<file path="src/core/sysmon_pkg.sv">
// Constants, field layout and types of the system monitor converter control.
// Assumes a 40 MHz clock and byte registers reached over an AXI4-Lite slave.
// How it works
// - One 8-bit converter measures internal levels.
// - One measurement at a time; start when ready.
// - Completion pulses the matching event line.
// - Offset setup resets to 0x01.
// - Offset mode stores result as calibrated offset.
// - Source bit picks offset; enable bit gates correction.
// - Mode write then trigger bit starts conversion.
// - Mode field encodes six measurement kinds.
// - Averaging of 2 to 16, not offset.
// - Each kind has own result register, but both battery kinds share one and averaged runs all land in one.
// - Delayed battery waits 5 plus 4*field ms.
// - Abort ends delay and converts at once.
// - Task bits are write-one strobes only.
// - Pin select picks window control pin.
// - Set strobe opens the droop window.
// - Regulator mode snapshot kept for battery.
// - Status shows busy, droop and recovery.
// - Offsets are signed two's complement bytes.
// - Clear strobe closes window, converts minimum.
// - Set/clear strobes start/stop recovery counter.
package sysmon_pkg;
  // Register indices; byte address is four times the index.
  localparam logic [7:0] IDX_TASK = 8'h90;
  localparam logic [7:0] IDX_CFG = 8'h91;
  localparam logic [7:0] IDX_DELAY = 8'h92;
  localparam logic [7:0] IDX_OFSCFG = 8'h93;
  localparam logic [7:0] IDX_SET = 8'h94;
  localparam logic [7:0] IDX_CLR = 8'h95;
  localparam logic [7:0] IDX_BATT = 8'h96;
  localparam logic [7:0] IDX_TEMP = 8'h97;
  localparam logic [7:0] IDX_DROOP = 8'h98;
  localparam logic [7:0] IDX_LEVEL = 8'h99;
  localparam logic [7:0] IDX_RECOV = 8'h9a;
  localparam logic [7:0] IDX_AVG = 8'h9b;
  localparam logic [7:0] IDX_BOOST = 8'h9c;
  localparam logic [7:0] IDX_STATUS = 8'h9d;
  localparam logic [7:0] IDX_FACTORY = 8'h9e;
  localparam logic [7:0] IDX_CALIB = 8'h9f;
  // Field positions.
  localparam int MODE_LSB = 0;
  localparam int AVG_LSB = 3;
  localparam int PINSEL_LSB = 6;
  localparam int TASK_CONVERSION_TRIGGER_BIT = 0;
  localparam int TASK_ABORT_BIT = 1;
  localparam int OFS_EN_BIT = 0;
  localparam int OFS_SEL_BIT = 1;
  localparam int CTRL_DROOP_BIT = 0;
  localparam int CTRL_RECOV_BIT = 1;
  localparam int STAT_BUSY_BIT = 0;
  localparam int STAT_DROOP_BIT = 1;
  localparam int STAT_RECOV_BIT = 2;
  // Reset values.
  localparam logic [7:0] REG_RST = 8'h00;
  localparam logic [1:0] OFSCFG_RST = 2'h1;
  // Window pin select codes and the largest averaging code.
  localparam logic [1:0] PIN_ZERO = 2'h1;
  localparam logic [1:0] PIN_ONE = 2'h2;
  localparam logic [2:0] AVG_MAX = 3'h4;
  // Timing.
  localparam int CLK_PERIOD_NS = 25;
  localparam int T_CONVERSION_TRIGGER_NS = 100000;
  localparam int CONVERSION_TRIGGER_CYCLES = (T_CONVERSION_TRIGGER_NS + CLK_PERIOD_NS - 1) / CLK_PERIOD_NS;
  localparam int T_MS_NS = 1000000;
  localparam int MS_CYCLES = T_MS_NS / CLK_PERIOD_NS;
  localparam int DELAY_BASE_MS = 5;
  localparam int DELAY_STEP_MS = 4;
  // Bus answers.
  localparam logic [1:0] RESP_OKAY = 2'h0;
  localparam logic [1:0] RESP_SLVERR = 2'h2;
  // Measurement modes.
  typedef enum logic [2:0] {
    instant_battery_mode = 3'h0,
    delayed_battery_mode = 3'h1,
    die_heat_mode = 3'h2,
    output_sag_mode = 3'h3,
    regulated_output_voltage = 3'h4,
    offset_measure_mode = 3'h5
  } mode_e;
  // Sequencer states.
  typedef enum logic [2:0] {
    st_idle = 3'b001,
    st_delay = 3'b010,
    st_conversion_trigger = 3'b100
  } state_e;
endpackage

</file>
<file path="src/core/conversion_trigger_if.sv">
// Link between the sequencer and the converter timing model.
// Assumes both ends run on the one system clock.
`timescale 1ns/1ps
`default_nettype none
interface conversion_trigger_if;
  logic start;        // One-cycle launch pulse.
  logic [7:0] raw;    // Uncorrected level for this conversion.
  logic [7:0] offset; // Signed correction value.
  logic apply;        // Correction is applied when high.
  logic done;         // One-cycle completion pulse.
  logic [7:0] result; // Corrected result, valid with done.
  modport ctrl(output start, raw, offset, apply, input done, result);
  modport conversion_trigger(input start, raw, offset, apply, output done, result);
endinterface
`default_nettype wire

</file>
<file path="src/core/adc_sampler.sv">
// Converter timing and offset correction for the system monitor.
// Assumes start is only pulsed while no conversion is running.
`timescale 1ns/1ps
`default_nettype none
module adc_sampler
  import sysmon_pkg::*;
#(
  parameter int CONVERSION_TRIGGER_CYC = CONVERSION_TRIGGER_CYCLES
) (
  input wire logic clk,
  input wire logic srst,
  conversion_trigger_if.conversion_trigger cv
);
  localparam int CW = $clog2(CONVERSION_TRIGGER_CYC + 1);
  logic [CW-1:0] cnt_q;  // Cycles spent in the current conversion.
  logic busy_q;          // Conversion running.
  logic [7:0] raw_q;     // Level caught at launch.
  logic [7:0] off_q;     // Offset caught at launch.
  logic apply_q;         // Correction caught at launch.
  logic done_q;
  logic [7:0] result_q;
  logic signed [9:0] diff; // Raw minus signed offset.

  // Subtract the signed offset and clamp into the 8-bit range.
  assign diff = $signed({2'b00, raw_q}) - $signed({{2{off_q[7]}}, off_q});

  // One conversion takes the fixed conversion time, then reports once.
  always_ff @(posedge clk) begin
    if (srst) begin
      busy_q <= 1'b0;
      cnt_q <= '0;
      raw_q <= 8'h00;
      off_q <= 8'h00;
      apply_q <= 1'b0;
      done_q <= 1'b0;
      result_q <= 8'h00;
    end else begin
      done_q <= 1'b0;
      if (cv.start && !busy_q) begin
        busy_q <= 1'b1;
        cnt_q <= '0;
        raw_q <= cv.raw;
        off_q <= cv.offset;
        apply_q <= cv.apply;
      end else if (busy_q) begin
        if (cnt_q == CW'(CONVERSION_TRIGGER_CYC - 1)) begin
          busy_q <= 1'b0;
          done_q <= 1'b1;
          if (!apply_q) begin
            result_q <= raw_q;
          end else if (diff < 0) begin
            result_q <= 8'h00;
          end else if (diff > 10'sd255) begin
            result_q <= 8'hff;
          end else begin
            result_q <= diff[7:0];
          end
        end else begin
          cnt_q <= cnt_q + 1'b1;
        end
      end
    end
  end
  assign cv.done = done_q;
  assign cv.result = result_q;

  // Without correction the raw level passes untouched; the cycle counter marks the last cycle.
  property p_no_corr;
    @(posedge clk) disable iff (srst)
      (busy_q && !apply_q && cnt_q == CW'(CONVERSION_TRIGGER_CYC - 1)) |=> (done_q && result_q == raw_q);
  endproperty
  a_no_corr: assert property (p_no_corr) else $error("uncorrected result differs from raw");
endmodule // adc_sampler
`default_nettype wire

</file>
<file path="src/core/system_monitor_adc_control.sv">
// Sequencer, register file and AXI4-Lite slave of the system monitor converter.
// Assumes synchronous level inputs and a master with one access of each kind open.
`timescale 1ns/1ps
`default_nettype none
module system_monitor_adc_control
  import sysmon_pkg::*;
#(
  parameter int ADDR_W = 12,
  parameter int MS_CYC = MS_CYCLES,
  parameter int CONVERSION_TRIGGER_CYC = CONVERSION_TRIGGER_CYCLES
) (
  input wire logic clk,
  input wire logic srst,
  input wire logic [ADDR_W-1:0] awaddr,
  input wire logic awvalid,
  output logic awready,
  input wire logic [31:0] wdata,
  input wire logic [3:0] wstrb,
  input wire logic wvalid,
  output logic wready,
  output logic [1:0] bresp,
  output logic bvalid,
  input wire logic bready,
  input wire logic [ADDR_W-1:0] araddr,
  input wire logic arvalid,
  output logic arready,
  output logic [31:0] rdata,
  output logic [1:0] rresp,
  output logic rvalid,
  input wire logic rready,
  input wire logic [7:0] battery_level,
  input wire logic [7:0] die_heat_level,
  input wire logic [7:0] output_level,
  input wire logic [7:0] offset_level,
  input wire logic [1:0] regulator_mode,
  input wire logic general_pin_zero,
  input wire logic general_pin_one,
  output logic [5:0] done_event
);
  localparam int MSW = $clog2(MS_CYC);

  // Bus state.
  logic [ADDR_W-1:0] waddr_q; // Captured write address.
  logic [7:0] wdata_q;        // Captured low data byte.
  logic wstrb0_q;             // Low byte lane enabled.
  logic aw_got_q;             // Write address held.
  logic w_got_q;              // Write data held.
  logic wr_en;                // Mapped write with low lane, one cycle.
  logic [7:0] rd_val;         // Read data for the presented address.
  // Registers.
  logic [7:0] cfg_q;
  logic [7:0] delay_q;
  logic [1:0] ofscfg_q;
  logic [7:0] factory_q;
  logic task_conversion_trigger_q, task_abort_q; // One-cycle task strobes.
  logic droop_open_q;              // Window opened by strobe.
  logic recov_run_q;               // Recovery counter running.
  logic [7:0] batt_q, temp_q, droop_q, regulated_output_voltage_q, recov_q, avg_q, calib_q;
  logic [1:0] boost_q;
  // Sequencer.
  state_e st_q;
  mode_e cur_mode_q;
  logic start_q;            // Launch pulse to the converter.
  logic [10:0] dly_cnt_q;   // Whole milliseconds waited.
  logic [10:0] dly_target;  // Milliseconds to wait.
  logic [MSW-1:0] ms_cnt_q; // Millisecond divider.
  logic ms_tick;
  logic [3:0] n_q;          // Samples taken so far.
  logic [2:0] sh_q;         // Averaging shift for this run.
  logic [11:0] acc_q;
  logic [11:0] acc_next;
  logic last;               // Current sample ends the run.
  logic win, win_q;         // Droop window level now and last cycle.
  logic droop_go;           // Window just closed.
  logic [7:0] min_q;        // Lowest output level inside the window.
  mode_e req_mode;
  logic start_req, req_ok;
  conversion_trigger_if cv();

  // Only indices 0x90 to 0x9f answer; the rest are unmapped.
  function automatic logic mapped(input logic [ADDR_W-1:0] a);
    return (a[ADDR_W-1:10] == '0) && (a[9:6] == IDX_TASK[7:4]);
  endfunction

  // True for a write that lands on the given register.
  function automatic logic wr_hit(input logic [7:0] idx);
    return wr_en && (waddr_q[9:2] == idx);
  endfunction

  wire aw_fire = awvalid & awready;
  wire w_fire = wvalid & wready;
  wire ar_fire = arvalid & arready;
  wire wr_do = aw_got_q & w_got_q & ~bvalid;
  assign wr_en = wr_do & wstrb0_q & mapped(waddr_q);

  // Write address channel: hold one address until the write is done.
  always_ff @(posedge clk) begin
    if (srst) begin
      aw_got_q <= 1'b0;
      awready <= 1'b0;
      waddr_q <= '0;
    end else begin
      if (aw_fire) begin
        aw_got_q <= 1'b1;
        waddr_q <= awaddr;
      end else if (wr_do) begin
        aw_got_q <= 1'b0;
      end
      awready <= ~(aw_fire | (aw_got_q & ~wr_do));
    end
  end

  // Write data channel: the low byte carries the register value.
  always_ff @(posedge clk) begin
    if (srst) begin
      w_got_q <= 1'b0;
      wready <= 1'b0;
      wdata_q <= 8'h00;
      wstrb0_q <= 1'b0;
    end else begin
      if (w_fire) begin
        w_got_q <= 1'b1;
        wdata_q <= wdata[7:0];
        wstrb0_q <= wstrb[0];
      end else if (wr_do) begin
        w_got_q <= 1'b0;
      end
      wready <= ~(w_fire | (w_got_q & ~wr_do));
    end
  end

  // Write response: unmapped addresses answer with a slave error.
  always_ff @(posedge clk) begin
    if (srst) begin
      bvalid <= 1'b0;
      bresp <= RESP_OKAY;
    end else if (wr_do) begin
      bvalid <= 1'b1;
      bresp <= mapped(waddr_q) ? RESP_OKAY : RESP_SLVERR;
    end else if (bready) begin
      bvalid <= 1'b0;
    end
  end

  // Read value mux; task and reserved bits read as zero.
  always_comb begin
    case (araddr[9:2])
      IDX_CFG: rd_val = cfg_q;
      IDX_DELAY: rd_val = delay_q;
      IDX_OFSCFG: rd_val = {6'h00, ofscfg_q};
      IDX_SET, IDX_CLR: rd_val = {6'h00, recov_run_q, droop_open_q};
      IDX_BATT: rd_val = batt_q;
      IDX_TEMP: rd_val = temp_q;
      IDX_DROOP: rd_val = droop_q;
      IDX_LEVEL: rd_val = regulated_output_voltage_q;
      IDX_RECOV: rd_val = recov_q;
      IDX_AVG: rd_val = avg_q;
      IDX_BOOST: rd_val = {6'h00, boost_q};
      IDX_STATUS: rd_val = {5'h00, recov_run_q, win_q, st_q != st_idle};
      IDX_FACTORY: rd_val = factory_q;
      IDX_CALIB: rd_val = calib_q;
      default: rd_val = 8'h00;
    endcase
  end

  // Read channel: data answer one cycle after the address is taken.
  always_ff @(posedge clk) begin
    if (srst) begin
      arready <= 1'b0;
      rvalid <= 1'b0;
      rdata <= 32'h0000_0000;
      rresp <= RESP_OKAY;
    end else begin
      arready <= ~ar_fire & ~(rvalid & ~rready);
      if (ar_fire) begin
        rvalid <= 1'b1;
        rdata <= mapped(araddr) ? {24'h00_0000, rd_val} : 32'h0000_0000;
        rresp <= mapped(araddr) ? RESP_OKAY : RESP_SLVERR;
      end else if (rready) begin
        rvalid <= 1'b0;
      end
    end
  end

  // Read/write setup registers.
  always_ff @(posedge clk) begin
    if (srst) begin
      cfg_q <= REG_RST;
      delay_q <= REG_RST;
      ofscfg_q <= OFSCFG_RST;
      factory_q <= REG_RST;
    end else begin
      if (wr_hit(IDX_CFG)) cfg_q <= wdata_q;
      if (wr_hit(IDX_DELAY)) delay_q <= wdata_q;
      if (wr_hit(IDX_OFSCFG)) ofscfg_q <= wdata_q[1:0];
      if (wr_hit(IDX_FACTORY)) factory_q <= wdata_q;
    end
  end

  // Task bits act only when written as one and never hold a value.
  always_ff @(posedge clk) begin
    if (srst) begin
      task_conversion_trigger_q <= 1'b0;
      task_abort_q <= 1'b0;
    end else begin
      task_conversion_trigger_q <= wr_hit(IDX_TASK) & wdata_q[TASK_CONVERSION_TRIGGER_BIT];
      task_abort_q <= wr_hit(IDX_TASK) & wdata_q[TASK_ABORT_BIT];
    end
  end

  // Droop window strobe: set register opens it, clear register closes it.
  always_ff @(posedge clk) begin
    if (srst) begin
      droop_open_q <= 1'b0;
    end else if (wr_hit(IDX_SET) && wdata_q[CTRL_DROOP_BIT]) begin
      droop_open_q <= 1'b1;
    end else if (wr_hit(IDX_CLR) && wdata_q[CTRL_DROOP_BIT]) begin
      droop_open_q <= 1'b0;
    end
  end

  // A selected general pin also holds the window open while high.
  always_comb begin
    case (cfg_q[PINSEL_LSB +: 2])
      PIN_ZERO: win = droop_open_q | general_pin_zero;
      PIN_ONE: win = droop_open_q | general_pin_one;
      default: win = droop_open_q;
    endcase
  end
  assign droop_go = win_q & ~win;

  // Track the lowest output level seen while the window is open.
  always_ff @(posedge clk) begin
    if (srst) begin
      win_q <= 1'b0;
      min_q <= 8'hff;
    end else begin
      win_q <= win;
      if (win && !win_q) begin
        min_q <= output_level;
      end else if (win && output_level < min_q) begin
        min_q <= output_level;
      end
    end
  end

  // Millisecond divider, restarted when a delay begins.
  assign ms_tick = (ms_cnt_q == MSW'(MS_CYC - 1));
  always_ff @(posedge clk) begin
    if (srst || st_q != st_delay || ms_tick) begin
      ms_cnt_q <= '0;
    end else begin
      ms_cnt_q <= ms_cnt_q + 1'b1;
    end
  end

  // Recovery time counter in milliseconds, saturating at full scale.
  // It shares the delay divider, so it only advances while a delayed run waits.
  always_ff @(posedge clk) begin
    if (srst) begin
      recov_run_q <= 1'b0;
      recov_q <= 8'h00;
    end else if (wr_hit(IDX_SET) && wdata_q[CTRL_RECOV_BIT]) begin
      recov_run_q <= 1'b1;
      recov_q <= 8'h00;
    end else if (wr_hit(IDX_CLR) && wdata_q[CTRL_RECOV_BIT]) begin
      recov_run_q <= 1'b0;
    end else if (recov_run_q && ms_tick && recov_q != 8'hff) begin
      recov_q <= recov_q + 8'h01;
    end
  end

  // Request decode; the closing droop window takes priority over a task.
  assign start_req = task_conversion_trigger_q | droop_go;
  assign req_mode = droop_go ? output_sag_mode : mode_e'(cfg_q[MODE_LSB +: 3]);
  assign req_ok = (req_mode <= offset_measure_mode);
  assign dly_target = 11'(DELAY_BASE_MS) + 11'(DELAY_STEP_MS) * {3'h0, delay_q};
  assign acc_next = acc_q + {4'h0, cv.result};
  assign last = (n_q == 4'((1 << sh_q) - 1));

  // Sequencer: idle, optional delay, then one or more conversions.
  always_ff @(posedge clk) begin
    if (srst) begin
      st_q <= st_idle;
      cur_mode_q <= instant_battery_mode;
      start_q <= 1'b0;
      dly_cnt_q <= 11'h000;
      n_q <= 4'h0;
      sh_q <= 3'h0;
      acc_q <= 12'h000;
    end else begin
      start_q <= 1'b0;
      case (st_q)
        st_idle: begin
          if (start_req && req_ok) begin
            cur_mode_q <= req_mode;
            n_q <= 4'h0;
            acc_q <= 12'h000;
            // Offset runs and unknown codes take a single sample.
            if (req_mode == offset_measure_mode || cfg_q[AVG_LSB +: 3] > AVG_MAX) begin
              sh_q <= 3'h0;
            end else begin
              sh_q <= cfg_q[AVG_LSB +: 3];
            end
            if (req_mode == delayed_battery_mode) begin
              st_q <= st_delay;
              dly_cnt_q <= 11'h000;
            end else begin
              st_q <= st_conversion_trigger;
              start_q <= 1'b1;
            end
          end
        end
        st_delay: begin
          if (task_abort_q || (ms_tick && dly_cnt_q == dly_target - 11'h001)) begin
            st_q <= st_conversion_trigger;
            start_q <= 1'b1;
          end else if (ms_tick) begin
            dly_cnt_q <= dly_cnt_q + 11'h001;
          end
        end
        st_conversion_trigger: begin
          // New tasks are not looked at here, so a busy run is undisturbed.
          if (cv.done) begin
            acc_q <= acc_next;
            if (last) begin
              st_q <= st_idle;
            end else begin
              n_q <= n_q + 4'h1;
              start_q <= 1'b1;
            end
          end
        end
        default: st_q <= st_idle;
      endcase
    end
  end

  // Converter inputs: level chosen by mode and the selected offset.
  always_comb begin
    case (cur_mode_q)
      die_heat_mode: cv.raw = die_heat_level;
      output_sag_mode: cv.raw = min_q;
      regulated_output_voltage: cv.raw = output_level;
      offset_measure_mode: cv.raw = offset_level;
      default: cv.raw = battery_level;
    endcase
  end
  assign cv.start = start_q;
  assign cv.offset = ofscfg_q[OFS_SEL_BIT] ? calib_q : factory_q;
  assign cv.apply = ofscfg_q[OFS_EN_BIT] && cur_mode_q != offset_measure_mode;

  adc_sampler #(.CONVERSION_TRIGGER_CYC(CONVERSION_TRIGGER_CYC)) u_sampler (
    .clk(clk),
    .srst(srst),
    .cv(cv)
  );

  // Results land only when the whole run finishes, with the event pulse.
  always_ff @(posedge clk) begin
    if (srst) begin
      {batt_q, temp_q, droop_q, regulated_output_voltage_q, avg_q, calib_q} <= '0;
      boost_q <= 2'h0;
      done_event <= 6'h00;
    end else begin
      done_event <= 6'h00;
      if (st_q == st_conversion_trigger && cv.done && last) begin
        done_event <= 6'(1 << cur_mode_q);
        if (cur_mode_q == instant_battery_mode || cur_mode_q == delayed_battery_mode) begin
          boost_q <= regulator_mode;
        end
        if (sh_q != 3'h0) begin
          avg_q <= 8'(acc_next >> sh_q);
        end else begin
          case (cur_mode_q)
            die_heat_mode: temp_q <= cv.result;
            output_sag_mode: droop_q <= cv.result;
            regulated_output_voltage: regulated_output_voltage_q <= cv.result;
            offset_measure_mode: calib_q <= cv.result;
            default: batt_q <= cv.result;
          endcase
        end
      end
    end
  end

  // Checks.
  property p_ofs_reset;
    @(posedge clk) srst |=> ofscfg_q == OFSCFG_RST;
  endproperty
  a_ofs_reset: assert property (p_ofs_reset) else $error("offset setup reset wrong");

  property p_busy_ignore;
    @(posedge clk) disable iff (srst) (st_q != st_idle && task_conversion_trigger_q) |=> $stable(cur_mode_q);
  endproperty
  a_busy_ignore: assert property (p_busy_ignore) else $error("task disturbed a run");

  property p_event;
    @(posedge clk) disable iff (srst)
      (st_q == st_conversion_trigger && cv.done && last) |=> (done_event != 6'h00) ##1 (done_event == 6'h00);
  endproperty
  a_event: assert property (p_event) else $error("completion event missing");

  property p_abort;
    @(posedge clk) disable iff (srst) (st_q == st_delay && task_abort_q) |=> st_q == st_conversion_trigger && start_q;
  endproperty
  a_abort: assert property (p_abort) else $error("abort did not launch");

  property p_delay_hold;
    @(posedge clk) disable iff (srst)
      (st_q == st_delay && !task_abort_q && !(ms_tick && dly_cnt_q == dly_target - 11'h001))
      |=> st_q == st_delay;
  endproperty
  a_delay_hold: assert property (p_delay_hold) else $error("delay ended early");

  property p_result_hold;
    @(posedge clk) disable iff (srst) (st_q == st_conversion_trigger && !cv.done) |=> $stable(batt_q) && $stable(avg_q);
  endproperty
  a_result_hold: assert property (p_result_hold) else $error("result moved mid run");

  property p_droop_go;
    @(posedge clk) disable iff (srst)
      (droop_go && st_q == st_idle) |=> st_q == st_conversion_trigger && cur_mode_q == output_sag_mode;
  endproperty
  a_droop_go: assert property (p_droop_go) else $error("window close did not convert");

  property p_task_pulse;
    @(posedge clk) disable iff (srst) task_conversion_trigger_q |=> !task_conversion_trigger_q || $past(wr_en);
  endproperty
  a_task_pulse: assert property (p_task_pulse) else $error("task strobe held");

  property p_status;
    @(posedge clk) disable iff (srst)
      (ar_fire && mapped(araddr) && araddr[9:2] == IDX_STATUS) |=> rdata[0] == ($past(st_q) != st_idle);
  endproperty
  a_status: assert property (p_status) else $error("status busy bit wrong");

  c_delayed: cover property (@(posedge clk) disable iff (srst) st_q == st_delay ##1 st_q == st_conversion_trigger);
  c_abort: cover property (@(posedge clk) disable iff (srst) st_q == st_delay && task_abort_q);
  c_avg: cover property (@(posedge clk) disable iff (srst) cv.done && last && sh_q == 3'h4);
  c_droop: cover property (@(posedge clk) disable iff (srst) droop_go && st_q == st_idle);
endmodule // system_monitor_adc_control
`default_nettype wire

</file>
<file path="config.mk">
export PLATFORM = sky130hd
export DESIGN_NAME = system_monitor_adc_control
export DESIGN_NICKNAME = d
export VERILOG_FILES = /design/src/core/sysmon_pkg.sv /design/src/core/conversion_trigger_if.sv /design/src/core/adc_sampler.sv /design/src/core/system_monitor_adc_control.sv
export SDC_FILE = /design/constraint.sdc
export NUM_CORES = 1
export LEC_CHECK = 0
export BUFFER_PORTS_ARGS = -buffer_cell sky130_fd_sc_hd__buf_4
export CORE_ASPECT_RATIO = 0.5
export CORE_MARGIN = 3
export CORE_UTILIZATION = 40
export CTS_CLUSTER_SIZE = 8
export DETAILED_ROUTE_END_ITERATION = 10
export SYNTH_ARGS = -nofsm -noshare
export SYNTH_HDL_FRONTEND = slang
export SYNTH_HIERARCHICAL = 1
export SYNTH_SLANG_ARGS = --single-unit
</file>
<file path="constraint.sdc">
create_clock -name clk -period 3.3 [get_ports clk]
set_input_delay 0.825 -clock clk [delete_from_list [all_inputs] [get_ports clk]]
set_output_delay 0.825 -clock clk [all_outputs]
set_load 0.02 [all_outputs]
</file>
==> impl_metrics.yaml, run 1 <==
outcome:
  status: "completed"
setup_path:
  end_kind: "register"
  crit_path_max_incr_delay_ps: 540
  start_kind: "register"
  cp_slowest_cell: "or4_1"
  critPathMaxFanout: 21
  worstReg2RegStart: "delay_q[0]$_SDFFE_PP0P_"
  reg2reg_depth: 9
  rr_endpoint: "dly_cnt_q[7]$_SDFFE_PP0P_"
  crit_required_ps: 3730
  critPathKind: "reg -> reg"
  path_cells: "ha_1 -> nand3_2 -> or3_1 -> a21o_1 -> a31o_1 -> a211oi_2 -> o21ai_4 -> or4_1 -> a21oi_1"
  startpoint: "delay_q[0]$_SDFFE_PP0P_"
  worstSetupEndpoint: "dly_cnt_q[7]$_SDFFE_PP0P_"
  crit_arrival_ps: 3530
  r2r_slack_ps: 210
detailed_routing:
  viasPerCell: 5.64
  ant_nets: 0
  drt-total-wl_microns: 35400
  drtIter0Drc: 923
  drc_errors: 0
  via_count: 11100
  post_drt_wl_per_cell_microns: 18.1
  firstDrtPassIters: 5
power:
  finalPower_mw: 6.19
  pwr-share-seq_pct: 45.9
  power_density_nw_per_um2: 438
  power_frac_comb_pct: 4.8
  clkPwrFrac_pct: 49.4
  netSwitchingFraction_pct: 22.8
  p_switching_mw: 1.41
  p_int_mw: 4.78
  peakVddDrop_mv: 0.260
  p_leak_nw: 5.41
clock_tree:
  cts.clk_slew.worst_paths_ps: 50
  cts_buffer_depth: 3
  post_cts_buffers: 0
  htreeDepth: 2
  cts_resized: 0
  cts_tree: "built"
  numCtsBuffers: 34
  cts_sinks: 231
  cts_hold_buf: 0
  clock_latency_ps: 510
  root_buffer: "clkbuf_16"
floorplanning:
  start_util_pct: 41.3
  io-pin-count: 150
  fp.dieW_microns: 253
  fp-row-count: 44
  dieArea_sq_um: 32700
  coreArea_sq_um: 29500
  die_h_microns: 129
synthesis:
  async_flop_share_pct: 0
  ys_ff_latch: 231
  synth_ff_type: "dfxtp_1"
  netlist_area_sq_um: 12200
  syn_inst: 1481
  syn_area_per_cell_sq_um: 8.22
  synth_edf_count: 0
  ys_seq_area_share_pct: 38.0
  yosysUniqueCellTypes: 81
  synth.yosys.warnings: 6
global_route:
  grtUsageTotal_pct: 21.3
  grt-ovfl-total: 0
  antenna_found_initial: 0
  grt_pass1_wl_microns: 55600
  grt_pass1_vias: 10300
  grt_start_max_net_pins: 153
timing:
  period_needed_ps: 3090
  rsz0062_at_grt: "no"
  finalCritPeriodShare_pct: 93.8
  tns_ps: 0
  max_freq_ghz: 0.323
  fin_skew_ps: 13.8
  whs_ps: 453
  relSlewSlack_pct: 20.6
  finalHoldViolCount: 0
  finalSetupViolCount: 0
  worstMarginPinSlew_ps: 1190
  maxSlewViolCount: 0
layout:
  layout_commonest_cell: "dfxtp_1"
  regArea_sq_um: 4620
  num_antenna_cells: 0
  multi_input_area_sq_um: 6980
  final_cell_mix: "231 x dfxtp_1, 214 x nor2_1, 153 x nand2_1"
  layout.nets: 1707
  area_growth_syn_to_layout_pct: 16.2
  num-fill-cells: 2840
  drive_gt1_share_pct: 12.9
worst_hold_path:
  worstHoldPathType: "reg -> reg"
run:
  cap_violations: 0
place:
  place_hpwl_microns: 25800
  port_buffers: 92
  place.gp.congestion: 0.941
power groups by stage:
stage / clock network, mW / registers [mW] / logic [mW]
5_1_grt: 3.23 / 2.84 / 0.318
3_3_place_gp: 0 / 2.89 / 0.284
4_1_cts: 3.12 / 2.84 / 0.291
3_5_place_dp: 0 / 2.89 / 0.289
6_report: 3.06 / 2.84 / 0.295
2_1_floorplan: 0 / 2.89 / 0.182
metrics by stage:
step                      std cells  area, sq um  util, %  setup WS [ps]
after global placement         1924        13200     44.9            258
after global routing           1961        14100     48.0           53.6
after floorplan                1506        12300        -           6.73
after detailed placement       1924        13200     44.9            191
final                          1961        14100     48.0            206
after CTS                      1961        14100     48.0            195
synth_stat cells (12+ instances only):
cell type  number  area [sq um]
and3_1         24           150
inv_1          46           173
buf_4          28           210
a21oi_1       128           641
xnor2_1        30           263
nand3_1        32           160
nor3_1         25           125
and2_1         16           100
mux2i_1        77           771
nand2b_1       17           106
or4_1          12          90.1
nor2_1        214           803
a22oi_1        27           203
dfxtp_1       231          4620
or3_1          13          81.3
a31oi_1        20           125
a21o_1         14           105
clkbuf_1       62           233
nand4_1        12          75.1
xor2_1         29           254
o21ai_0        50           250
nand2_1       155           582
ha_1           33           413
critical path, delay by kind of cell, from the launching register on:
kind	cells	cell delay, ps
adder cells (fa/ha/maj)	1	300
AO/OA/AOI/OAI	5	1180
flip-flops	1	480
AND/OR/NAND/NOR	3	1060
flip-flops by register name (all words and copies together), names as in the netlist, 10 cells and up:
signal and flops:
waddr_q 10, dly_cnt_q 11, ms_cnt_q 16, acc_q 12, u_sampler/cnt_q 12
cells by family after synthesis:
family,synth area share (%)
flops,38.0
other cells,0.0308
fa+ha+maj,3.72
mux,8.19
compound gates,18.2
buf+inv,5.56
simple gates,22.0
xor+xnor,4.25
worst min-delay path by stage:
stage | start | endpoint | slack, ps | depth (start not counted)
after floorplan | waddr_q[9]$_SDFFE_PP0P_ | waddr_q[9]$_SDFFE_PP0P_ | 430 | 2
after global placement | waddr_q[6]$_SDFFE_PP0P_ | waddr_q[6]$_SDFFE_PP0P_ | 440 | 2
after detailed placement | waddr_q[9]$_SDFFE_PP0P_ | waddr_q[9]$_SDFFE_PP0P_ | 450 | 2
after CTS | waddr_q[9]$_SDFFE_PP0P_ | waddr_q[9]$_SDFFE_PP0P_ | 450 | 2
after global routing | waddr_q[6]$_SDFFE_PP0P_ | waddr_q[6]$_SDFFE_PP0P_ | 470 | 2
final | waddr_q[9]$_SDFFE_PP0P_ | waddr_q[9]$_SDFFE_PP0P_ | 450 | 2
routing by layer:
layer	vias to the layer above	share of wire (%)	GRT usage [%]
li1	5348	-	-
met1	5284	47	29.9
met2	374	43	33.4
met3	58	7.4	4.79
met4	0	2.0	5.72
met5	-	0	0
layout make-up:
class | count | share of cell area [%]
inverters | 47 | 1.25
multi-input cells | 1126 | 49.4
well taps | 391 | 3.46
clock inverters | 1 | 0.0619
clock buffers | 36 | 6.22
flip-flops and latches | 231 | 32.7
repair buffers | 129 | 6.94
Power figures use the tool's default switching activity.
==> inputs of run 2 (changes only) <==
--- a/config.mk
+++ b/config.mk
@@ -11,6 +11,7 @@
 export CORE_UTILIZATION = 40
 export CTS_CLUSTER_SIZE = 8
 export DETAILED_ROUTE_END_ITERATION = 10
+export RECOVER_POWER = 100
 export SYNTH_ARGS = -nofsm -noshare
 export SYNTH_HDL_FRONTEND = slang
 export SYNTH_HIERARCHICAL = 1
==> run 2 against run 1 <==
  * Fmax is 0.10% lower
  * Clock power is essentially flat
  * Via count is 0.64% lower
  * Highest routed layer unchanged
==> impl_metrics.yaml, run 2 (synthesis gave the netlist of run 1 again) <==
outcome:
  status: "completed"
layout:
  reg_top3: "ms_cnt_q: 16 flops, acc_q: 12 flops, u_sampler/cnt_q: 12 flops"
  layout_commonest_cell: "dfxtp_1"
  multi_input_area_sq_um: 6940
  design_area_sq_um: 14000
  top_register: "ms_cnt_q"
  area_growth_syn_to_layout_pct: 15.0
  largest_reg_flops: 16
  num_antenna_cells: 0
  final_cell_mix: "231 x dfxtp_1, 214 x nor2_1, 153 x nand2_1"
  layout.nets: 1707
  num-fill-cells: 2872
  final_core_util_pct: 47.5
  drive_gt1_share_pct: 10.8
  final_cells: 1961
  regArea_sq_um: 4620
timing:
  rsz0062_at_grt: "no"
  finalHoldViolCount: 0
  fin_skew_ps: 15.3
  whs_ps: 453
  period_needed_ps: 3100
  tns_ps: 0
  worstMarginPinSlew_ps: 1340
  max_freq_ghz: 0.323
  setup_ws_ps: 203
  relSlewSlack_pct: 9.82
  maxSlewViolCount: 0
  finalSetupViolCount: 0
  finalCritPeriodShare_pct: 93.9
run:
  cap_violations: 0
detailed_routing:
  drtIter0Drc: 863
  via_count: 11000
  post_drt_wl_per_cell_microns: 18.1
  drt-total-wl_microns: 35500
  viasPerCell: 5.61
  firstDrtPassIters: 5
  drc_errors: 0
  wl_met2_microns: 15400
  routed.top_layer: "met4"
  ant_nets: 0
  dr_wl_met3_microns: 2860
  wl_met1_microns: 16500
power:
  finalPower_mw: 6.18
  p_leak_nw: 5.29
  power_density_nw_per_um2: 442
  peakVddDrop_mv: 0.259
clock_tree:
  root_buffer: "clkbuf_16"
  clock_latency_ps: 510
  cts_tree: "built"
  cts_buffer_depth: 3
  numCtsBuffers: 34
  htreeDepth: 2
  cts_sinks: 231
  post_cts_buffers: 0
  cts.clk_slew.worst_paths_ps: 50
place:
  dpl-instance-area_sq_um: 13200
  port_buffers: 92
  place.gp.congestion: 0.941
  place_hpwl_microns: 25800
  dp_cells: 1924
  post-place-ws_ps: 191
floorplanning:
  fp-row-count: 44
  die_h_microns: 129
  start_util_pct: 41.3
  coreArea_sq_um: 29500
  fp.dieW_microns: 253
  dieArea_sq_um: 32700
  io-pin-count: 150
global_route:
  grt_start_max_net_pins: 153
  grt-ovfl-total: 0
  grtUsageTotal_pct: 21.3
  grt_pass1_vias: 10300
  grt_pass1_wl_microns: 55600
  antenna_found_initial: 0
setup_path:
  critPathKind: "reg -> reg"
  crit_arrival_ps: 3530
  critPathMaxFanout: 21
  crit_required_ps: 3740
  reg2reg_depth: 9
  start_kind: "register"
  end_kind: "register"
worst_hold_path:
  hold-path-cell-count: 2
  worstHoldPathType: "reg -> reg"
run 2: cell type report:
cell class                 count  share of cell area, %
timing repair buffer         129                   6.23
inverter                      47                   1.26
clock buffer                  36                   6.29
clock inverter                 1                 0.0626
tap                          391                   3.50
multi-input combinational   1126                   49.6
sequential                   231                   33.0
run 2: path summary, 6_finish.rpt:
path | from | to | slack [ps]
worst max-delay path | delay_q[0]$_SDFFE_PP0P_ | dly_cnt_q[5]$_SDFFE_PP0P_ | 200
worst min-delay path | waddr_q[9]$_SDFFE_PP0P_ | waddr_q[9]$_SDFFE_PP0P_ | 450
worst max register to register | delay_q[0]$_SDFFE_PP0P_ | dly_cnt_q[5]$_SDFFE_PP0P_ | 200
worst min register to register | waddr_q[9]$_SDFFE_PP0P_ | waddr_q[9]$_SDFFE_PP0P_ | 450
run 2: metal layers:
| metal | vias up | track usage, % |
|---|---|---|
| met5 | - | 0 |
| met4 | 0 | 5.72 |
| met3 | 64 | 4.79 |
| met2 | 363 | 33.4 |
| met1 | 5221 | 29.9 |
| li1 | 5345 | - |
run 2: power by group:
group / switching (mW) / internal [mW]
clock: 1.19 / 1.86
sequential: 0.0229 / 2.82
combinational: 0.187 / 0.101
total: 1.40 / 4.78
run 2: worst max-delay path, stage by stage (launching register included):
cell and delay (ps):
dfxtp_1 480, ha_1 300, nand3_2 140, or3_1 370
a21o_1 180, a31o_1 250, a211oi_2 390, o21ai_4 210
or4_1 550, a21oi_1 150
run 2: what timing repair did:
action,in CTS,in global routing
hold buffers,0,0
gates resized for setup,0,3
endpoints found under the setup margin,0,6
endpoints found under the hold margin,0,0
==> inputs of run 3 (changes only) <==
--- a/config.mk
+++ b/config.mk
@@ -12,6 +12,7 @@
 export CTS_CLUSTER_SIZE = 8
 export DETAILED_ROUTE_END_ITERATION = 10
 export RECOVER_POWER = 100
+export SETUP_SLACK_MARGIN = 0.5
 export SYNTH_ARGS = -nofsm -noshare
 export SYNTH_HDL_FRONTEND = slang
 export SYNTH_HIERARCHICAL = 1
==> run 3 against run 2 <==
  * The run now ends with capacitance limit, slew limit left
  * Flip-flop and latch count unchanged
  * Hold slack improved by 1.5 ps
  * First-iteration DRC count increased by 11%
  * Clock power increased by 4%
  * Combinational power increased by 3%
  * Count of clock-buffer cells in the layout increased by 2
  * Sequential share of layout area decreased by 0.80 points
  * Critical path type unchanged
  * Critical endpoint is now avg_q[6]$_SDFFE_PP0P_
==> impl_metrics.yaml, run 3 (synthesis gave the netlist of run 1 again) <==
outcome:
  status: "finished with violations"
  failed_checks: "capacitance limit, slew limit"
floorplanning:
  dieArea_sq_um: 32700
  coreArea_sq_um: 29500
  start_util_pct: 41.3
  fp.dieW_microns: 253
  die_h_microns: 129
  io-pin-count: 150
  fp-row-count: 44
timing:
  maxSlewViolCount: 174
  period_needed_ps: 2980
  worstMarginPinSlew_ps: 1980
  relSlewSlack_pct: -32.0
  tns_ps: 0
  fin_skew_ps: 19.1
  finalSetupViolCount: 0
  finalCritPeriodShare_pct: 90.2
  max_freq_ghz: 0.336
  rsz0062_at_grt: "yes"
  finalHoldViolCount: 0
layout:
  final_cell_mix: "220 x dfxtp_1, 212 x nor2_1, 152 x nand2_1"
  layout_commonest_cell: "dfxtp_1"
  layout.nets: 1721
  design_area_sq_um: 14400
  final_core_util_pct: 48.9
  reg_top3: "ms_cnt_q: 16 flops, acc_q: 12 flops, u_sampler/cnt_q: 12 flops"
  drive_gt1_share_pct: 13.4
  top_register: "ms_cnt_q"
  largest_reg_flops: 16
  area_growth_syn_to_layout_pct: 18.3
  num_antenna_cells: 0
power:
  power_density_nw_per_um2: 437
  p_leak_nw: 5.42
  peakVddDrop_mv: 0.257
place:
  port_buffers: 92
  place_hpwl_microns: 25600
  dpl-instance-area_sq_um: 13200
  place.gp.congestion: 0.885
setup_path:
  crit_arrival_ps: 3280
  critPathMaxFanout: 6
  end_kind: "register"
  worstSetupEndpoint: "avg_q[6]$_SDFFE_PP0P_"
  cp_slowest_cell: "or4_4"
  crit_required_ps: 3600
  startpoint: "sh_q[2]$_SDFFE_PP0P_"
  critPathKind: "reg -> reg"
  path_cells: "nor3_4 -> inv_1 -> ha_1 -> xor2_1 -> nor4b_1 -> o31ai_4 -> or2_4 -> or4_4 -> o21ai_0 -> a211oi_1"
  critical_path_buf_inv_count: 1
  rr_endpoint: "avg_q[6]$_SDFFE_PP0P_"
  reg2reg_depth: 10
  crit_path_max_incr_delay_ps: 530
  cpLargestDelayFamily: "simple AND/OR/NAND/NOR gates"
  r2r_slack_ps: 320
  start_kind: "register"
  path_depth: 10
  worstReg2RegStart: "sh_q[2]$_SDFFE_PP0P_"
clock_tree:
  htreeDepth: 2
  numCtsBuffers: 34
  root_buffer: "clkbuf_16"
  cts_buffer_depth: 3
  cts_tree: "built"
  cts_hold_buf: 0
  cts.clk_slew.worst_paths_ps: 50
  cts_sinks: 231
  clock_latency_ps: 510
detailed_routing:
  firstDrtPassIters: 6
  post_drt_wl_per_cell_microns: 18.0
  drt-total-wl_microns: 35700
  viasPerCell: 5.59
  via_count: 11100
  drtIter0Drc: 954
  drc_errors: 0
  ant_nets: 0
run:
  cap_violations: 1
worst_hold_path:
  worstHoldPathType: "reg -> reg"
global_route:
  grt_start_max_net_pins: 174
  grt-ovfl-total: 0
  grt_pass1_vias: 10300
  antenna_found_initial: 0
  grtUsageTotal_pct: 21.2
  grt_pass1_wl_microns: 55400
run 3: worst min-delay path by stage:
stage | startpoint | endpoint | slack (ps) | cells past startpoint
finish | waddr_q[6]$_SDFFE_PP0P_ | waddr_q[6]$_SDFFE_PP0P_ | 450 | 2
global placement | waddr_q[9]$_SDFFE_PP0P_ | waddr_q[9]$_SDFFE_PP0P_ | 440 | 2
global route | waddr_q[6]$_SDFFE_PP0P_ | waddr_q[6]$_SDFFE_PP0P_ | 470 | 2
detailed placement | waddr_q[10]$_SDFFE_PP0P_ | waddr_q[10]$_SDFFE_PP0P_ | 450 | 2
CTS | waddr_q[10]$_SDFFE_PP0P_ | waddr_q[10]$_SDFFE_PP0P_ | 460 | 2
floorplan | waddr_q[9]$_SDFFE_PP0P_ | waddr_q[9]$_SDFFE_PP0P_ | 430 | 2
run 3: area by class of cell:
type                    instances  area [sq um]
clock buffers                  38           930
repair buffers                140           956
flip-flops and latches        231          4640
inverters                      47           176
well taps                     391           489
fillers                      2788         15100
multi-input cells            1129          7200
run 3: tightest hold or removal path, delay by kind of cell, from the launching register on:
family,cells,cell delay (ps)
compound gates,1,50
flops,1,300
simple gates,1,50
run 3: metrics by stage:
stage | total power [mW] | setup slack (ps) | cells | hold WS (ps)
after floorplan | 3.07 | 497 | 1506 | 431
after global placement | 3.18 | 295 | 1921 | 441
after detailed placement | 3.18 | 215 | 1921 | 450
after CTS | 6.37 | 471 | 1964 | 457
after global routing | 6.50 | 237 | 1976 | 470
final | 6.29 | 322 | 1976 | 455
run 3: timing repair:
| item | 4_1_cts | 5_1_grt |
|---|---|---|
| setup endpoints to repair | 58 | 67 |
| cloned | 1 | 2 |
| setup buffers | 4 | 10 |
| resized for setup | 16 | 49 |
| pin swaps | 5 | 24 |
run 3: power breakdown:
| part | switching [mW] | internal (mW) | leakage (nW) |
|---|---|---|---|
| Sequential | 0.0213 | 2.82 | 1.87 |
| Combinational | 0.196 | 0.103 | 3.09 |
| Clock | 1.21 | 1.95 | 0.457 |
| Total | 1.42 | 4.87 | 5.42 |
run 3: routing by layer:
layer / global-route usage [%] / vias up / share of wire (%) / wire length (microns)
li1: - / 5380 / - / -
met5: 0 / - / 0 / 0
met1: 29.7 / 5223 / 47 / 16700
met3: 4.89 / 79 / 7.3 / 2600
met4: 5.92 / 0 / 2.4 / 873
met2: 33.0 / 373 / 43 / 15500
